===== config.mk =====
export PLATFORM = sky130hd
export DESIGN_NAME = pic_top
export DESIGN_NICKNAME = d
export VERILOG_FILES = /design/src/hw/pic_pkg.sv /design/src/hw/pic_find_top.sv /design/src/hw/pic_trap_unit.sv /design/src/hw/pic_top.sv
export SDC_FILE = /design/constraint.sdc
export NUM_CORES = 1
export LEC_CHECK = 0
export ABC_AREA = 1
export ABC_CLOCK_PERIOD_IN_PS = 6000
export BUFFER_PORTS_ARGS = -buffer_cell sky130_fd_sc_hd__buf_2
export CAP_MARGIN = 10
export CORE_ASPECT_RATIO = 0.7
export CORE_MARGIN = 2
export CORE_UTILIZATION = 50
export CTS_CLUSTER_DIAMETER = 200
export DETAILED_ROUTE_END_ITERATION = 8
export PLACE_DENSITY = 0.79
export SLEW_MARGIN = 20
export SYNTH_ARGS = -nofsm -noshare
export SYNTH_HDL_FRONTEND = slang
export SYNTH_SLANG_ARGS = --single-unit
export TNS_END_PERCENT = 5

===== constraint.sdc =====
create_clock -name i_clock -period 6 [get_ports i_clock]
set_input_delay 1.2 -clock i_clock [delete_from_list [all_inputs] [get_ports i_clock]]
set_output_delay 1.2 -clock i_clock [all_outputs]
set_load 0.01 [all_outputs]

===== src/hw/pic_pkg.sv =====
package pic_pkg;

    // ********************************************
    // channel layout
    // ********************************************
    localparam int NUM_CH = 71;
    localparam int CH_IDX_W = 7;
    localparam int GRP_W = 2;
    localparam int NUM_GRP = 4;
    localparam logic [7:0] VEC_BASE = 8'h10;

    // ********************************************
    // register byte addresses
    // ********************************************
    localparam logic [23:0] ADDR_VECTOR = 24'hFFFE00;
    localparam logic [23:0] ADDR_TRAP_STATUS = 24'hFFFE04;
    localparam logic [23:0] ADDR_TRAP_CONTROL = 24'hFFFE08;
    localparam logic [23:0] ADDR_ACTIVE0 = 24'hFFFE10;
    localparam logic [23:0] ADDR_ACTIVE1 = 24'hFFFE14;
    localparam logic [23:0] ADDR_ACTIVE2 = 24'hFFFE18;
    localparam logic [23:0] ADDR_ENABLE0 = 24'hFFFE20;
    localparam logic [23:0] ADDR_ENABLE1 = 24'hFFFE24;
    localparam logic [23:0] ADDR_ENABLE2 = 24'hFFFE28;
    localparam logic [23:0] ADDR_GRP_LOW0 = 24'hFFFE50;
    localparam logic [23:0] ADDR_GRP_HIGH0 = 24'hFFFE54;
    localparam logic [23:0] ADDR_GRP_LOW1 = 24'hFFFE58;
    localparam logic [23:0] ADDR_GRP_HIGH1 = 24'hFFFE5C;
    localparam logic [23:0] ADDR_GRP_LOW2 = 24'hFFFE60;
    localparam logic [23:0] ADDR_GRP_HIGH2 = 24'hFFFE64;

    // ********************************************
    // field positions
    // ********************************************
    localparam int TRAP_EN_BIT = 0;
    localparam int TRAP_PIN_BIT = 1;
    localparam int TRAP_LOCK_BIT = 2;
    localparam int TRAP_EXT_BIT = 0;

    // ********************************************
    // reset values
    // ********************************************
    localparam logic [7:0] RST_VECTOR = 8'h10;
    localparam logic [NUM_CH-1:0] RST_ENABLE = 71'h0;
    localparam logic [NUM_CH-1:0] RST_GROUP = 71'h0;

endpackage


===== src/hw/pic_find_top.sv =====
`timescale 1ns/1ps
module pic_find_top
    import pic_pkg::*;
#(
    parameter int WIDTH = NUM_CH,
    parameter int IDX_W = CH_IDX_W
)
(
    // candidates
    input wire logic [WIDTH-1:0] i_cand,
    // result
    output logic o_any,
    output logic [IDX_W-1:0] o_idx
);

    // ********************************************
    // highest set index wins
    // ********************************************
    always_comb
    begin
        o_any = 1'b0;
        o_idx = '0;
        for (int i = 0; i < WIDTH; i++)
        begin
            if (i_cand[i])
            begin
                o_any = 1'b1;
                o_idx = IDX_W'(i);
            end
        end
    end

endmodule // pic_find_top


===== src/hw/pic_trap_unit.sv =====
`timescale 1ns/1ps
module pic_trap_unit
    import pic_pkg::*;
(
    // clock and reset
    input wire logic i_clock,
    input wire logic i_reset,
    // pin
    input wire logic i_nmi_n,
    // software access
    input wire logic i_ctrl_wr,
    input wire logic i_wr_en,
    input wire logic i_wr_lock,
    input wire logic i_stat_rd,
    // state
    output logic o_trap,
    output logic o_pin,
    output logic o_en,
    output logic o_lock,
    output logic o_ext
);

    logic sync1_ff, sync2_ff, prev_ff;
    logic en_ff, lock_ff, ext_ff, trap_ff;
    logic nxt_en, nxt_lock, nxt_ext, nxt_trap;
    logic fall;

    // ********************************************
    // synchroniser and edge
    // ********************************************
    // idle high at reset so release never looks like an edge
    always_ff @(posedge i_clock)
    begin
        if (i_reset)
        begin
            sync1_ff <= 1'b1;
            sync2_ff <= 1'b1;
            prev_ff <= 1'b1;
        end
        else
        begin
            sync1_ff <= i_nmi_n;
            sync2_ff <= sync1_ff;
            prev_ff <= sync2_ff;
        end
    end

    assign fall = prev_ff & ~sync2_ff;

    // ********************************************
    // enables and status
    // ********************************************
    always_comb
    begin
        nxt_trap = fall & (en_ff | lock_ff);
        nxt_lock = lock_ff | (i_ctrl_wr & i_wr_lock);
        nxt_en = en_ff;
        if (i_ctrl_wr)
        begin
            if (!i_wr_en)
                nxt_en = 1'b0;
            else if (!ext_ff)
                nxt_en = 1'b1;
        end
        if (nxt_trap)
            nxt_en = 1'b0;
        nxt_ext = ext_ff;
        if (i_stat_rd)
            nxt_ext = 1'b0;
        if (nxt_trap)
            nxt_ext = 1'b1;
    end

    always_ff @(posedge i_clock)
    begin
        if (i_reset)
        begin
            en_ff <= 1'b0;
            lock_ff <= 1'b0;
            ext_ff <= 1'b0;
            trap_ff <= 1'b0;
        end
        else
        begin
            en_ff <= nxt_en;
            lock_ff <= nxt_lock;
            ext_ff <= nxt_ext;
            trap_ff <= nxt_trap;
        end
    end

    assign o_trap = trap_ff;
    assign o_pin = ~sync2_ff;
    assign o_en = en_ff;
    assign o_lock = lock_ff;
    assign o_ext = ext_ff;

endmodule // pic_trap_unit


===== src/hw/pic_top.sv =====
// What this block does
// - trap disabled after reset until enabled
// - lock bit keeps trap enabled until reset
// - one-shot bit allows one trap, then clears
// - channel requests are level sensitive
// - per-channel enable gates competing requests
// - vector is winning channel plus 10h
// - acknowledge read returns current vector byte
// - withdrawn request may yield vector 10h
// - channel 0 never asserted; 1 to 70 used
// - four groups, lower number ranks higher
// - group first, then highest channel number
// - group is high bit, low bit
// - trap pin synchronised, falling edge traps
// - vector register resets to 10h
// - trap status clears on reset and read
// - hardware clears one-shot; set needs status clear
`timescale 1ns/1ps
module pic_top
    import pic_pkg::*;
(
    // clock and reset
    input wire logic i_clock,
    input wire logic i_reset,
    // peripheral requests, bit 0 unused
    input wire logic [NUM_CH-1:0] i_irq,
    // external trap pin
    input wire logic i_nmi_n,
    // core register access
    input wire logic [23:0] i_addr,
    input wire logic i_rd,
    input wire logic i_wr,
    input wire logic [31:0] i_wdata,
    output logic [31:0] o_rdata,
    output logic o_rvalid,
    // to the core
    output logic o_irq,
    output logic o_nmi
);

    // ********************************************
    // declarations
    // ********************************************
    // programmable state
    logic [NUM_CH-1:0] enable_ff;
    logic [NUM_CH-1:0] nxt_enable;
    logic [NUM_CH-1:0] grp_low_ff;
    logic [NUM_CH-1:0] nxt_grp_low;
    logic [NUM_CH-1:0] grp_high_ff;
    logic [NUM_CH-1:0] nxt_grp_high;

    // ranked result and read port
    logic [7:0] vector_ff;
    logic [7:0] nxt_vector;
    logic irq_ff;
    logic nxt_irq;
    logic [31:0] rdata_ff;
    logic [31:0] nxt_rdata;
    logic rvalid_ff;
    logic nxt_rvalid;

    // priority network
    logic [NUM_CH-1:0] active;
    logic [NUM_CH-1:0] pending;
    logic [NUM_CH-1:0] cand [NUM_GRP];
    logic [NUM_GRP-1:0] grp_any;
    logic [CH_IDX_W-1:0] grp_idx [NUM_GRP];
    logic [CH_IDX_W-1:0] win_idx;
    logic win_any;

    // trap unit view
    logic trap_ctrl_wr;
    logic trap_stat_rd;
    logic trap_en;
    logic trap_lock;
    logic trap_ext;
    logic trap_pin;
    logic trap_pulse;

    // ********************************************
    // request gating
    // ********************************************
    // levels are used as seen; a source that needs an edge latches it
    // itself, so nothing is held here once the source drops
    always_comb
    begin
        active = i_irq;
        active[0] = 1'b0;
        pending = active & enable_ff;
    end

    // ********************************************
    // group split
    // ********************************************
    // a channel falls in exactly one group, so the finders never overlap
    genvar g;
    generate
        for (g = 0; g < NUM_GRP; g++)
        begin : g_grp
            always_comb
            begin
                for (int c = 0; c < NUM_CH; c++)
                begin
                    cand[g][c] = pending[c] &
                        ({grp_high_ff[c], grp_low_ff[c]} ==
                         GRP_W'(g));
                end
            end

            pic_find_top #(
                .WIDTH(NUM_CH),
                .IDX_W(CH_IDX_W)
            ) u_find (
                .i_cand(cand[g]),
                .o_any(grp_any[g]),
                .o_idx(grp_idx[g])
            );
        end
    endgenerate

    // ********************************************
    // winner across groups
    // ********************************************
    // scan from group 3 down so the lowest busy group is left standing
    always_comb
    begin
        win_any = 1'b0;
        win_idx = '0;
        for (int k = NUM_GRP - 1; k >= 0; k--)
        begin
            if (grp_any[k])
            begin
                win_any = 1'b1;
                win_idx = grp_idx[k];
            end
        end
    end

    // ********************************************
    // vector and request output
    // ********************************************
    // registered so an acknowledge read never sees a half-settled rank
    // one cycle of latency buys a short path into the read mux
    always_comb
    begin
        if (win_any)
            nxt_vector = VEC_BASE + 8'(win_idx);
        else
            nxt_vector = VEC_BASE;
        nxt_irq = win_any;
    end

    always_ff @(posedge i_clock)
    begin
        if (i_reset)
        begin
            vector_ff <= RST_VECTOR;
            irq_ff <= 1'b0;
        end
        else
        begin
            vector_ff <= nxt_vector;
            irq_ff <= nxt_irq;
        end
    end

    // ********************************************
    // register writes
    // ********************************************
    always_comb
    begin
        nxt_enable = enable_ff;
        nxt_grp_low = grp_low_ff;
        nxt_grp_high = grp_high_ff;
        // writes land at the strobe edge; the rank follows one edge later
        // word 2 keeps bits 6:0 only; higher write bits are dropped
        if (i_wr)
        begin
            case (i_addr)
                ADDR_ENABLE0: nxt_enable[31:0] = i_wdata;
                ADDR_ENABLE1: nxt_enable[63:32] = i_wdata;
                ADDR_ENABLE2: nxt_enable[70:64] = i_wdata[6:0];
                ADDR_GRP_LOW0: nxt_grp_low[31:0] = i_wdata;
                ADDR_GRP_LOW1: nxt_grp_low[63:32] = i_wdata;
                ADDR_GRP_LOW2: nxt_grp_low[70:64] = i_wdata[6:0];
                ADDR_GRP_HIGH0: nxt_grp_high[31:0] = i_wdata;
                ADDR_GRP_HIGH1: nxt_grp_high[63:32] = i_wdata;
                ADDR_GRP_HIGH2: nxt_grp_high[70:64] = i_wdata[6:0];
                default:
                begin
                    nxt_enable = enable_ff;
                end
            endcase
        end
        // channel 0 has no source, keep its enable dead
        nxt_enable[0] = 1'b0;
    end

    always_ff @(posedge i_clock)
    begin
        if (i_reset)
        begin
            enable_ff <= RST_ENABLE;
            grp_low_ff <= RST_GROUP;
            grp_high_ff <= RST_GROUP;
        end
        else
        begin
            enable_ff <= nxt_enable;
            grp_low_ff <= nxt_grp_low;
            grp_high_ff <= nxt_grp_high;
        end
    end

    // ********************************************
    // trap unit
    // ********************************************
    // the trap unit sees raw write data; only this decode gates it
    assign trap_ctrl_wr = i_wr && (i_addr == ADDR_TRAP_CONTROL);
    assign trap_stat_rd = i_rd && (i_addr == ADDR_TRAP_STATUS);

    pic_trap_unit u_trap (
        .i_clock(i_clock),
        .i_reset(i_reset),
        .i_nmi_n(i_nmi_n),
        .i_ctrl_wr(trap_ctrl_wr),
        .i_wr_en(i_wdata[TRAP_EN_BIT]),
        .i_wr_lock(i_wdata[TRAP_LOCK_BIT]),
        .i_stat_rd(trap_stat_rd),
        .o_trap(trap_pulse),
        .o_pin(trap_pin),
        .o_en(trap_en),
        .o_lock(trap_lock),
        .o_ext(trap_ext)
    );

    // ********************************************
    // register reads
    // ********************************************
    // read data lands one cycle after the strobe; a read of the status
    // word returns the value before its clear takes effect
    // active words show raw levels with channel 0 forced low, not masked by the enables
    always_comb
    begin
        nxt_rdata = rdata_ff;
        nxt_rvalid = i_rd;
        if (i_rd)
        begin
            nxt_rdata = 32'h0;
            case (i_addr)
                ADDR_VECTOR: nxt_rdata[7:0] = vector_ff;
                ADDR_TRAP_STATUS: nxt_rdata[TRAP_EXT_BIT] = trap_ext;
                ADDR_TRAP_CONTROL:
                begin
                    nxt_rdata[TRAP_EN_BIT] = trap_en;
                    nxt_rdata[TRAP_PIN_BIT] = trap_pin;
                    nxt_rdata[TRAP_LOCK_BIT] = trap_lock;
                end
                ADDR_ACTIVE0: nxt_rdata = active[31:0];
                ADDR_ACTIVE1: nxt_rdata = active[63:32];
                ADDR_ACTIVE2: nxt_rdata[6:0] = active[70:64];
                ADDR_ENABLE0: nxt_rdata = enable_ff[31:0];
                ADDR_ENABLE1: nxt_rdata = enable_ff[63:32];
                ADDR_ENABLE2: nxt_rdata[6:0] = enable_ff[70:64];
                ADDR_GRP_LOW0: nxt_rdata = grp_low_ff[31:0];
                ADDR_GRP_LOW1: nxt_rdata = grp_low_ff[63:32];
                ADDR_GRP_LOW2: nxt_rdata[6:0] = grp_low_ff[70:64];
                ADDR_GRP_HIGH0: nxt_rdata = grp_high_ff[31:0];
                ADDR_GRP_HIGH1: nxt_rdata = grp_high_ff[63:32];
                ADDR_GRP_HIGH2: nxt_rdata[6:0] = grp_high_ff[70:64];
                default:
                begin
                    nxt_rdata = 32'h0;
                end
            endcase
        end
    end

    always_ff @(posedge i_clock)
    begin
        if (i_reset)
        begin
            rdata_ff <= 32'h0;
            rvalid_ff <= 1'b0;
        end
        else
        begin
            rdata_ff <= nxt_rdata;
            rvalid_ff <= nxt_rvalid;
        end
    end

    // ********************************************
    // outputs
    // ********************************************
    // the core gates o_irq with its own global and nesting enables and
    // drops nesting on acknowledge; nothing here waits on that
    assign o_irq = irq_ff;
    assign o_nmi = trap_pulse;
    assign o_rdata = rdata_ff;
    assign o_rvalid = rvalid_ff;

endmodule // pic_top


==> impl_metrics.env, run 1 <==
export IMPL_grt_overflow_total=0
export IMPL_yosys_warnings=0
export IMPL_fin_setup_tns_ps=0
export IMPL_synth_seq_cells=261
export IMPL_die_width_um=223
export IMPL_grt_pass1_vias=17900
export IMPL_switching_share_pct=23.1
export IMPL_grt_pass1_wl_um=97600
export IMPL_hold_ws_ps=415
export IMPL_syn_to_final_growth_pct=14.1
export IMPL_worstSetupPathType="in2reg"
export IMPL_final_cell_area_mm2=0.0191
export IMPL_endpoint_kind="flip-flop"
export IMPL_placementRows=56
export IMPL_placed_cell_area_mm2=0.0180
export IMPL_syn_inst=2815
export IMPL_finalCriticalPeriod_ps=5520
export IMPL_cts_buffers=28
export IMPL_synth_edff_count=0
export IMPL_final_max_slew_viol_count=0
export IMPL_antenna_cells=0
export IMPL_regArea_mm2=0.00523
export IMPL_drc=0
export IMPL_routed_wl_um=64100
export IMPL_p_comb_share_pct=4.5
export IMPL_initial_core_util_pct=50.4
export IMPL_routabilityCongestion=1.00
export IMPL_p_int_mw=2.94
export IMPL_track_usage_pct=35.4
export IMPL_path_max_fanout=4
export IMPL_avgSynthCellArea_um2=5.95
export IMPL_critPathMaxStageDelay_ps=110
export IMPL_vias=19900
export IMPL_grt_max_degree=113
export IMPL_core_mm2=0.0333
export IMPL_cts_sinks=261
export IMPL_synthFlopType="dfxtp_1"
export IMPL_status="finished clean"
export IMPL_layout_drive_gt1_share_pct=9.89
export IMPL_dieHeight_um=157
export IMPL_detail_route_wl_per_cell_um=18.9
export IMPL_n_fill_cell=3286
export IMPL_pin_count=167
export IMPL_p_per_area_mw_per_mm2=200
export IMPL_portBuffers=165
export IMPL_drv_cap=0
export IMPL_antenna_found_initial=0
export IMPL_max_slew_margin_pct=34.9
export IMPL_clk_pin_slew_ps=60
export IMPL_ctsHtreeMaxLevel=1
export IMPL_multi_input_area_mm2=0.00921
export IMPL_fin_crit_sh_pct=92.1
export IMPL_layout_nets=3073
export IMPL_p_leak_nw=7.95
export IMPL_seq_area_frac_synth_pct=31.2
export IMPL_drt_initial_drc_count=2786
export IMPL_clock_latency_ps=580
export IMPL_hp_class="reg2reg"
export IMPL_syn_area_mm2=0.0168
export IMPL_die_area_mm2=0.0350
export IMPL_power_switching_mw=0.882
export IMPL_worst_pin_slew_ps=976
export IMPL_vias_per_cell=5.86
export IMPL_ir_worst_vdd_mv=0.192
export IMPL_dp_hpwl_um=47600
export IMPL_synth_distinct_cells=40
export IMPL_post_place_ws_ps=-84.3
export IMPL_setup_viol=0
export IMPL_hold_violations=0
export IMPL_startpoint_type="input port"
export IMPL_power_frac_seq_pct=45.4
export IMPL_fmax_mhz=181
export IMPL_setup_ws_ps=477
export IMPL_crit_required_ps=6510
export IMPL_synthArstFlopShare_pct=0
export IMPL_cts_buffer_depth=3
export IMPL_critPathSlowestCell="buf_2"
export IMPL_drtPass1Iterations=8
export IMPL_yosys_top_cells_area="dfxtp_1 31%, nand2_1 13%, inv_1 12%, a21oi_1 7.9%, o21ai_0 6.7%"
export IMPL_syn_nets=2948
export IMPL_rsz0062_at_grt="yes"
export IMPL_root_buffer="clkbuf_16"
export IMPL_cpMostUsedCell="nand2_1"
export IMPL_arrival_ps=6030
export IMPL_ant_nets=0
export IMPL_yosysTopAreaCellShare_pct=31.2
export IMPL_clock_power_share_pct=50.1
export IMPL_fin_skew_ps=18.8
export IMPL_cts_tree="yes"
export IMPL_synth_top_area_cell="dfxtp_1"
metrics by stage:
stage	std cells	util, %	total power, mW
2_1_floorplan	2815	-	1.84
3_3_place_gp	3344	54.1	1.94
3_5_place_dp	3344	54.1	1.94
4_1_cts	3396	57.1	3.83
5_1_grt	3397	57.5	3.92
6_report	3397	57.5	3.82
power by group through the flow:
stage / clock network (mW) / registers [mW] / logic [mW]
after floorplan: 0 / 1.77 / 0.0685
after global placement: 0 / 1.77 / 0.162
after detailed placement: 0 / 1.77 / 0.167
after CTS: 1.93 / 1.73 / 0.168
after global routing: 2.00 / 1.73 / 0.190
final: 1.92 / 1.73 / 0.173
cell families after synthesis:
kind of cell | Yosys count | synth area share [%]
AO/OA/AOI/OAI | 701 | 23.2
XOR/XNOR | 1 | 0.0523
adder cells (fa/ha/maj) | 1 | 0.0746
buffers and inverters | 649 | 14.5
flip-flops | 261 | 31.2
other | 1 | 0.0224
AND/OR/NAND/NOR | 1201 | 30.9
placed cells by master, fill, tap and decap left out, types with 4 or more instances in the layout:
cell type  Yosys  routed
nand2_2        3      21
nand3_2        0       5
buf_4          0      32
nor2_1       218     215
nor4_1        23      21
clkinv_1       7       7
nor3_1       216     216
bufinv_16      0       4
nand3_1       57      52
inv_1        535     534
nand2_1      595     576
clkbuf_16      0      29
nor2_4         1       4
o211ai_1       5       5
buf_2          0     164
clkbuf_1     100       4
a31oi_1       15      15
clkinv_2       0       5
a21oi_1      263     263
o31ai_1       10      10
inv_2          5       5
o21ai_0      226     226
o41ai_1       25      25
dfxtp_1      261     261
nand4_1       78      78
o2111ai_1      4       4
o22ai_1      139     139
clkbuf_8       0       8
critical path: cells and delay by family:
family,cells,cell delay (ps)
buffers and inverters,3,220
and+or+nand+nor,72,4470
AOI/OAI and AO/OA,1,110
flip-flops by register name (all words and copies together) (netlist names):
signal,cells
u_trap.prev_ff,1
vector_ff,8
u_trap.o_lock,1
o_irq,1
u_trap.o_trap,1
u_trap.sync2_ff,1
enable_ff,70
o_rvalid,1
u_trap.sync1_ff,1
o_rdata,32
u_trap.o_ext,1
u_trap.o_en,1
grp_high_ff,71
grp_low_ff,71
cell type report:
| class | instances | share of cell area [%] |
|---|---|---|
| clock inverter | 11 | 0.851 |
| inverter | 547 | 10.8 |
| clock buffer | 41 | 4.45 |
| sequential | 261 | 27.3 |
| multi-input combinational | 1905 | 48.2 |
| timing repair buffer | 197 | 5.61 |
| tap | 435 | 2.85 |
cell usage after synthesis, types with 2 or more instances:
cell type  count
o21ai_0      226
a31oi_1       15
inv_2          5
nand2_1      595
o22ai_1      139
nand4_1       78
nor3_1       216
a21boi_0       3
nand3_4        3
o21bai_1       3
buf_1          2
o41ai_1       25
clkinv_1       7
or2_2          3
nand3_1       57
o2111ai_1      4
nand2_2        3
o211ai_1       5
inv_1        535
nor2_1       218
o31ai_1       10
dfxtp_1      261
clkbuf_1     100
a21oi_1      263
nor4_1        23
and2_1         2
final timing paths:
| check | from | slack, ps | end | depth (start not counted) |
|---|---|---|---|---|
| setup reg to reg | grp_low_ff[1]$_SDFFE_PP0P_ | 810 | vector_ff[0]$_SDFF_PP0_ | 75 |
| setup / recovery | i_irq[2] | 480 | vector_ff[0]$_SDFF_PP0_ | 76 |
| hold / removal | u_trap.sync1_ff$_SDFF_PP1_ | 410 | u_trap.sync2_ff$_SDFF_PP1_ | 1 |
| hold reg to reg | u_trap.sync1_ff$_SDFF_PP1_ | 410 | u_trap.sync2_ff$_SDFF_PP1_ | 1 |
routing by layer:
metal,vias to the layer above,global-route usage [%],wire [um]
met5,-,0,0
met4,0,10.4,1870
met3,158,7.26,7970
met2,1133,52.5,25800
met1,9057,51.6,28400
li1,9563,-,-
what timing repair did:
action | CTS | global route
resized for setup | 0 | 31
endpoints found under the setup margin | 0 | 1
setup buffers | 0 | 1
hold buffers | 0 | 0
(Power assumes the default switching activity.)
==> run 2, diff against run 1 <==
==> constraint.sdc (replaced) <==
create_clock -name i_clock -period 6 [get_ports i_clock]
set_input_delay 0 -clock i_clock [delete_from_list [all_inputs] [get_ports i_clock]]
set_output_delay 0 -clock i_clock [all_outputs]
set_load 0.01 [all_outputs]
==> run 2 against run 1 <==
Against the previous run:
- clock skew up 5.2 ps
- fmax rose by 1.8%
- first-iteration DRC count is 6.2% higher
- total power fell by 1.5%
- via count rose by 1.4%
- clock power decreased by 5%
- sequential share of layout area is 0.77 points lower
- highest routed layer unchanged
- sequential power about the same
- design area rose by 2.9%
==> impl_metrics.env, run 2 (same netlist as run 1, synthesis figures left out) <==
export IMPL_grt_overflow_total=0
export IMPL_routabilityCongestion=1.04
export IMPL_status="finished clean"
export IMPL_placed_cell_area_mm2=0.0179
export IMPL_syn_to_final_growth_pct=17.4
export IMPL_portBuffers=165
export IMPL_layout_common_cells="594 x nand2_1, 534 x inv_1, 263 x a21oi_1, 261 x dfxtp_1, 226 x o21ai_0"
export IMPL_final_max_slew_viol_count=0
export IMPL_vias_per_cell=5.83
export IMPL_reg2regPathDepth=75
export IMPL_grt_pass1_vias=18100
export IMPL_placementRows=56
export IMPL_critPathSlowestCell="dfxtp_1"
export IMPL_clock_latency_ps=580
export IMPL_grt_pass1_wl_um=98700
export IMPL_fin_util_pct=59.1
export IMPL_multi_input_area_mm2=0.00912
export IMPL_die_area_mm2=0.0350
export IMPL_cts_setup_buffers=0
export IMPL_worstReg2RegStart="grp_high_ff[1]$_SDFFE_PP0P_"
export IMPL_rsz0062_at_grt="no"
export IMPL_cts_sinks=261
export IMPL_vias=20200
export IMPL_antenna_found_initial=0
export IMPL_fin_skew_ps=24.0
export IMPL_drc=0
export IMPL_endpoint_kind="flip-flop"
export IMPL_hp_class="in2reg"
export IMPL_detail_route_wl_per_cell_um=18.6
export IMPL_ctsHtreeMaxLevel=1
export IMPL_finalCriticalPeriod_ps=5430
export IMPL_hold_start="i_irq[48]"
export IMPL_worstSetupPathType="reg2reg"
export IMPL_hold_violations=0
export IMPL_drtPass1Iterations=7
export IMPL_cpMostUsedCell="nand2_1"
export IMPL_die_width_um=223
export IMPL_ir_worst_vdd_mv=0.200
export IMPL_ant_nets=0
export IMPL_p_per_area_mw_per_mm2=191
export IMPL_fmax_mhz=184
export IMPL_fin_setup_tns_ps=0
export IMPL_cts_tree="yes"
export IMPL_arrival_ps=5920
export IMPL_grt_max_degree=112
export IMPL_cts_buffers=27
export IMPL_regToRegSetupSlack_ps=570
export IMPL_crit_required_ps=6500
export IMPL_critPathMaxStageDelay_ps=340
export IMPL_track_usage_pct=35.7
export IMPL_regArea_mm2=0.00523
export IMPL_core_mm2=0.0333
export IMPL_final_cell_area_mm2=0.0197
export IMPL_dp_hpwl_um=47300
export IMPL_setup_viol=0
export IMPL_fin_crit_sh_pct=90.4
export IMPL_routed_wl_um=64600
export IMPL_cts_buffer_depth=3
export IMPL_root_buffer="clkbuf_16"
export IMPL_worst_pin_slew_ps=976
export IMPL_initial_core_util_pct=50.4
export IMPL_hold_ws_ps=13.5
export IMPL_drt_initial_drc_count=2960
export IMPL_max_slew_margin_pct=34.9
export IMPL_startpoint_type="flip-flop"
export IMPL_power_total_mw=3.77
export IMPL_mostFrequentLayoutCell="nand2_1"
export IMPL_drv_cap=0
export IMPL_hold_end="o_rdata[16]$_SDFFE_PP0P_"
export IMPL_hold_path_depth=5
export IMPL_p_leak_nw=8.23
export IMPL_pin_count=167
export IMPL_cp_startpoint="grp_high_ff[1]$_SDFFE_PP0P_"
export IMPL_clk_pin_slew_ps=70
export IMPL_path_max_fanout=4
export IMPL_dieHeight_um=157
export IMPL_layout_drive_gt1_share_pct=8.45
export IMPL_antenna_cells=0
export IMPL_reg_top3="grp_high_ff: 71 flops, grp_low_ff: 71 flops, enable_ff: 70 flops"
export IMPL_n_fill_cell=3209
export IMPL_rr_endpoint="vector_ff[0]$_SDFF_PP0_"
export IMPL_layout_nets=3142
[run 2: worst max path at each step]
stage          slack, ps                 endpoint  cells past startpoint
2_1_floorplan       2220  vector_ff[0]$_SDFF_PP0_                     75
3_3_place_gp         830  vector_ff[0]$_SDFF_PP0_                     74
3_5_place_dp         860  vector_ff[0]$_SDFF_PP0_                     75
4_1_cts              810  vector_ff[0]$_SDFF_PP0_                     75
5_1_grt              0.2  vector_ff[0]$_SDFF_PP0_                     75
6_report             570  vector_ff[0]$_SDFF_PP0_                     75
[run 2: layer usage]
metal  up-vias  GRT usage (%)  share of wire, %
met5         -              0                 0
met4         0           8.31               2.5
met3       134           8.89                13
met2      1164           54.3                41
met1      9214           50.7                43
li1       9684              -                 -
[run 2: worst max-delay path: cells and delay by family (launching register included)]
family	cells	cell delay (ps)
AO/OA/AOI/OAI	1	110
buffers and inverters	2	130
AND/OR/NAND/NOR	72	4750
flip-flops	1	340
[run 2: area by class of cell]
type | count | area share [%]
multi-input cells | 1905 | 46.3
flip-flops and latches | 261 | 26.6
inverters | 547 | 10.4
repair buffers | 267 | 9.12
clock buffers | 34 | 3.87
well taps | 435 | 2.77
clock inverters | 14 | 0.890
[run 2: metrics by stage]
stage                     cells  worst slack (ps)
after floorplan            2815              2220
after global placement     3334               829
after detailed placement   3334               855
after CTS                  3463               806
after global routing       3463             0.229
final                      3463               574
[run 2: timing repair]
| item | 4_1_cts | 5_1_grt |
|---|---|---|
| setup endpoints to repair | 0 | 1 |
| resized for setup | 0 | 1 |
| hold buffers | 81 | 0 |
| endpoints found under the hold margin | 244 | 0 |
[run 2: power breakdown]
| part | internal, mW | leakage, nW | switching [mW] |
|---|---|---|---|
| Clock | 1.06 | 0.465 | 0.762 |
| Sequential | 1.73 | 2.10 | 0.000594 |
| Combinational | 0.0813 | 5.66 | 0.125 |
| Total | 2.88 | 8.23 | 0.887 |
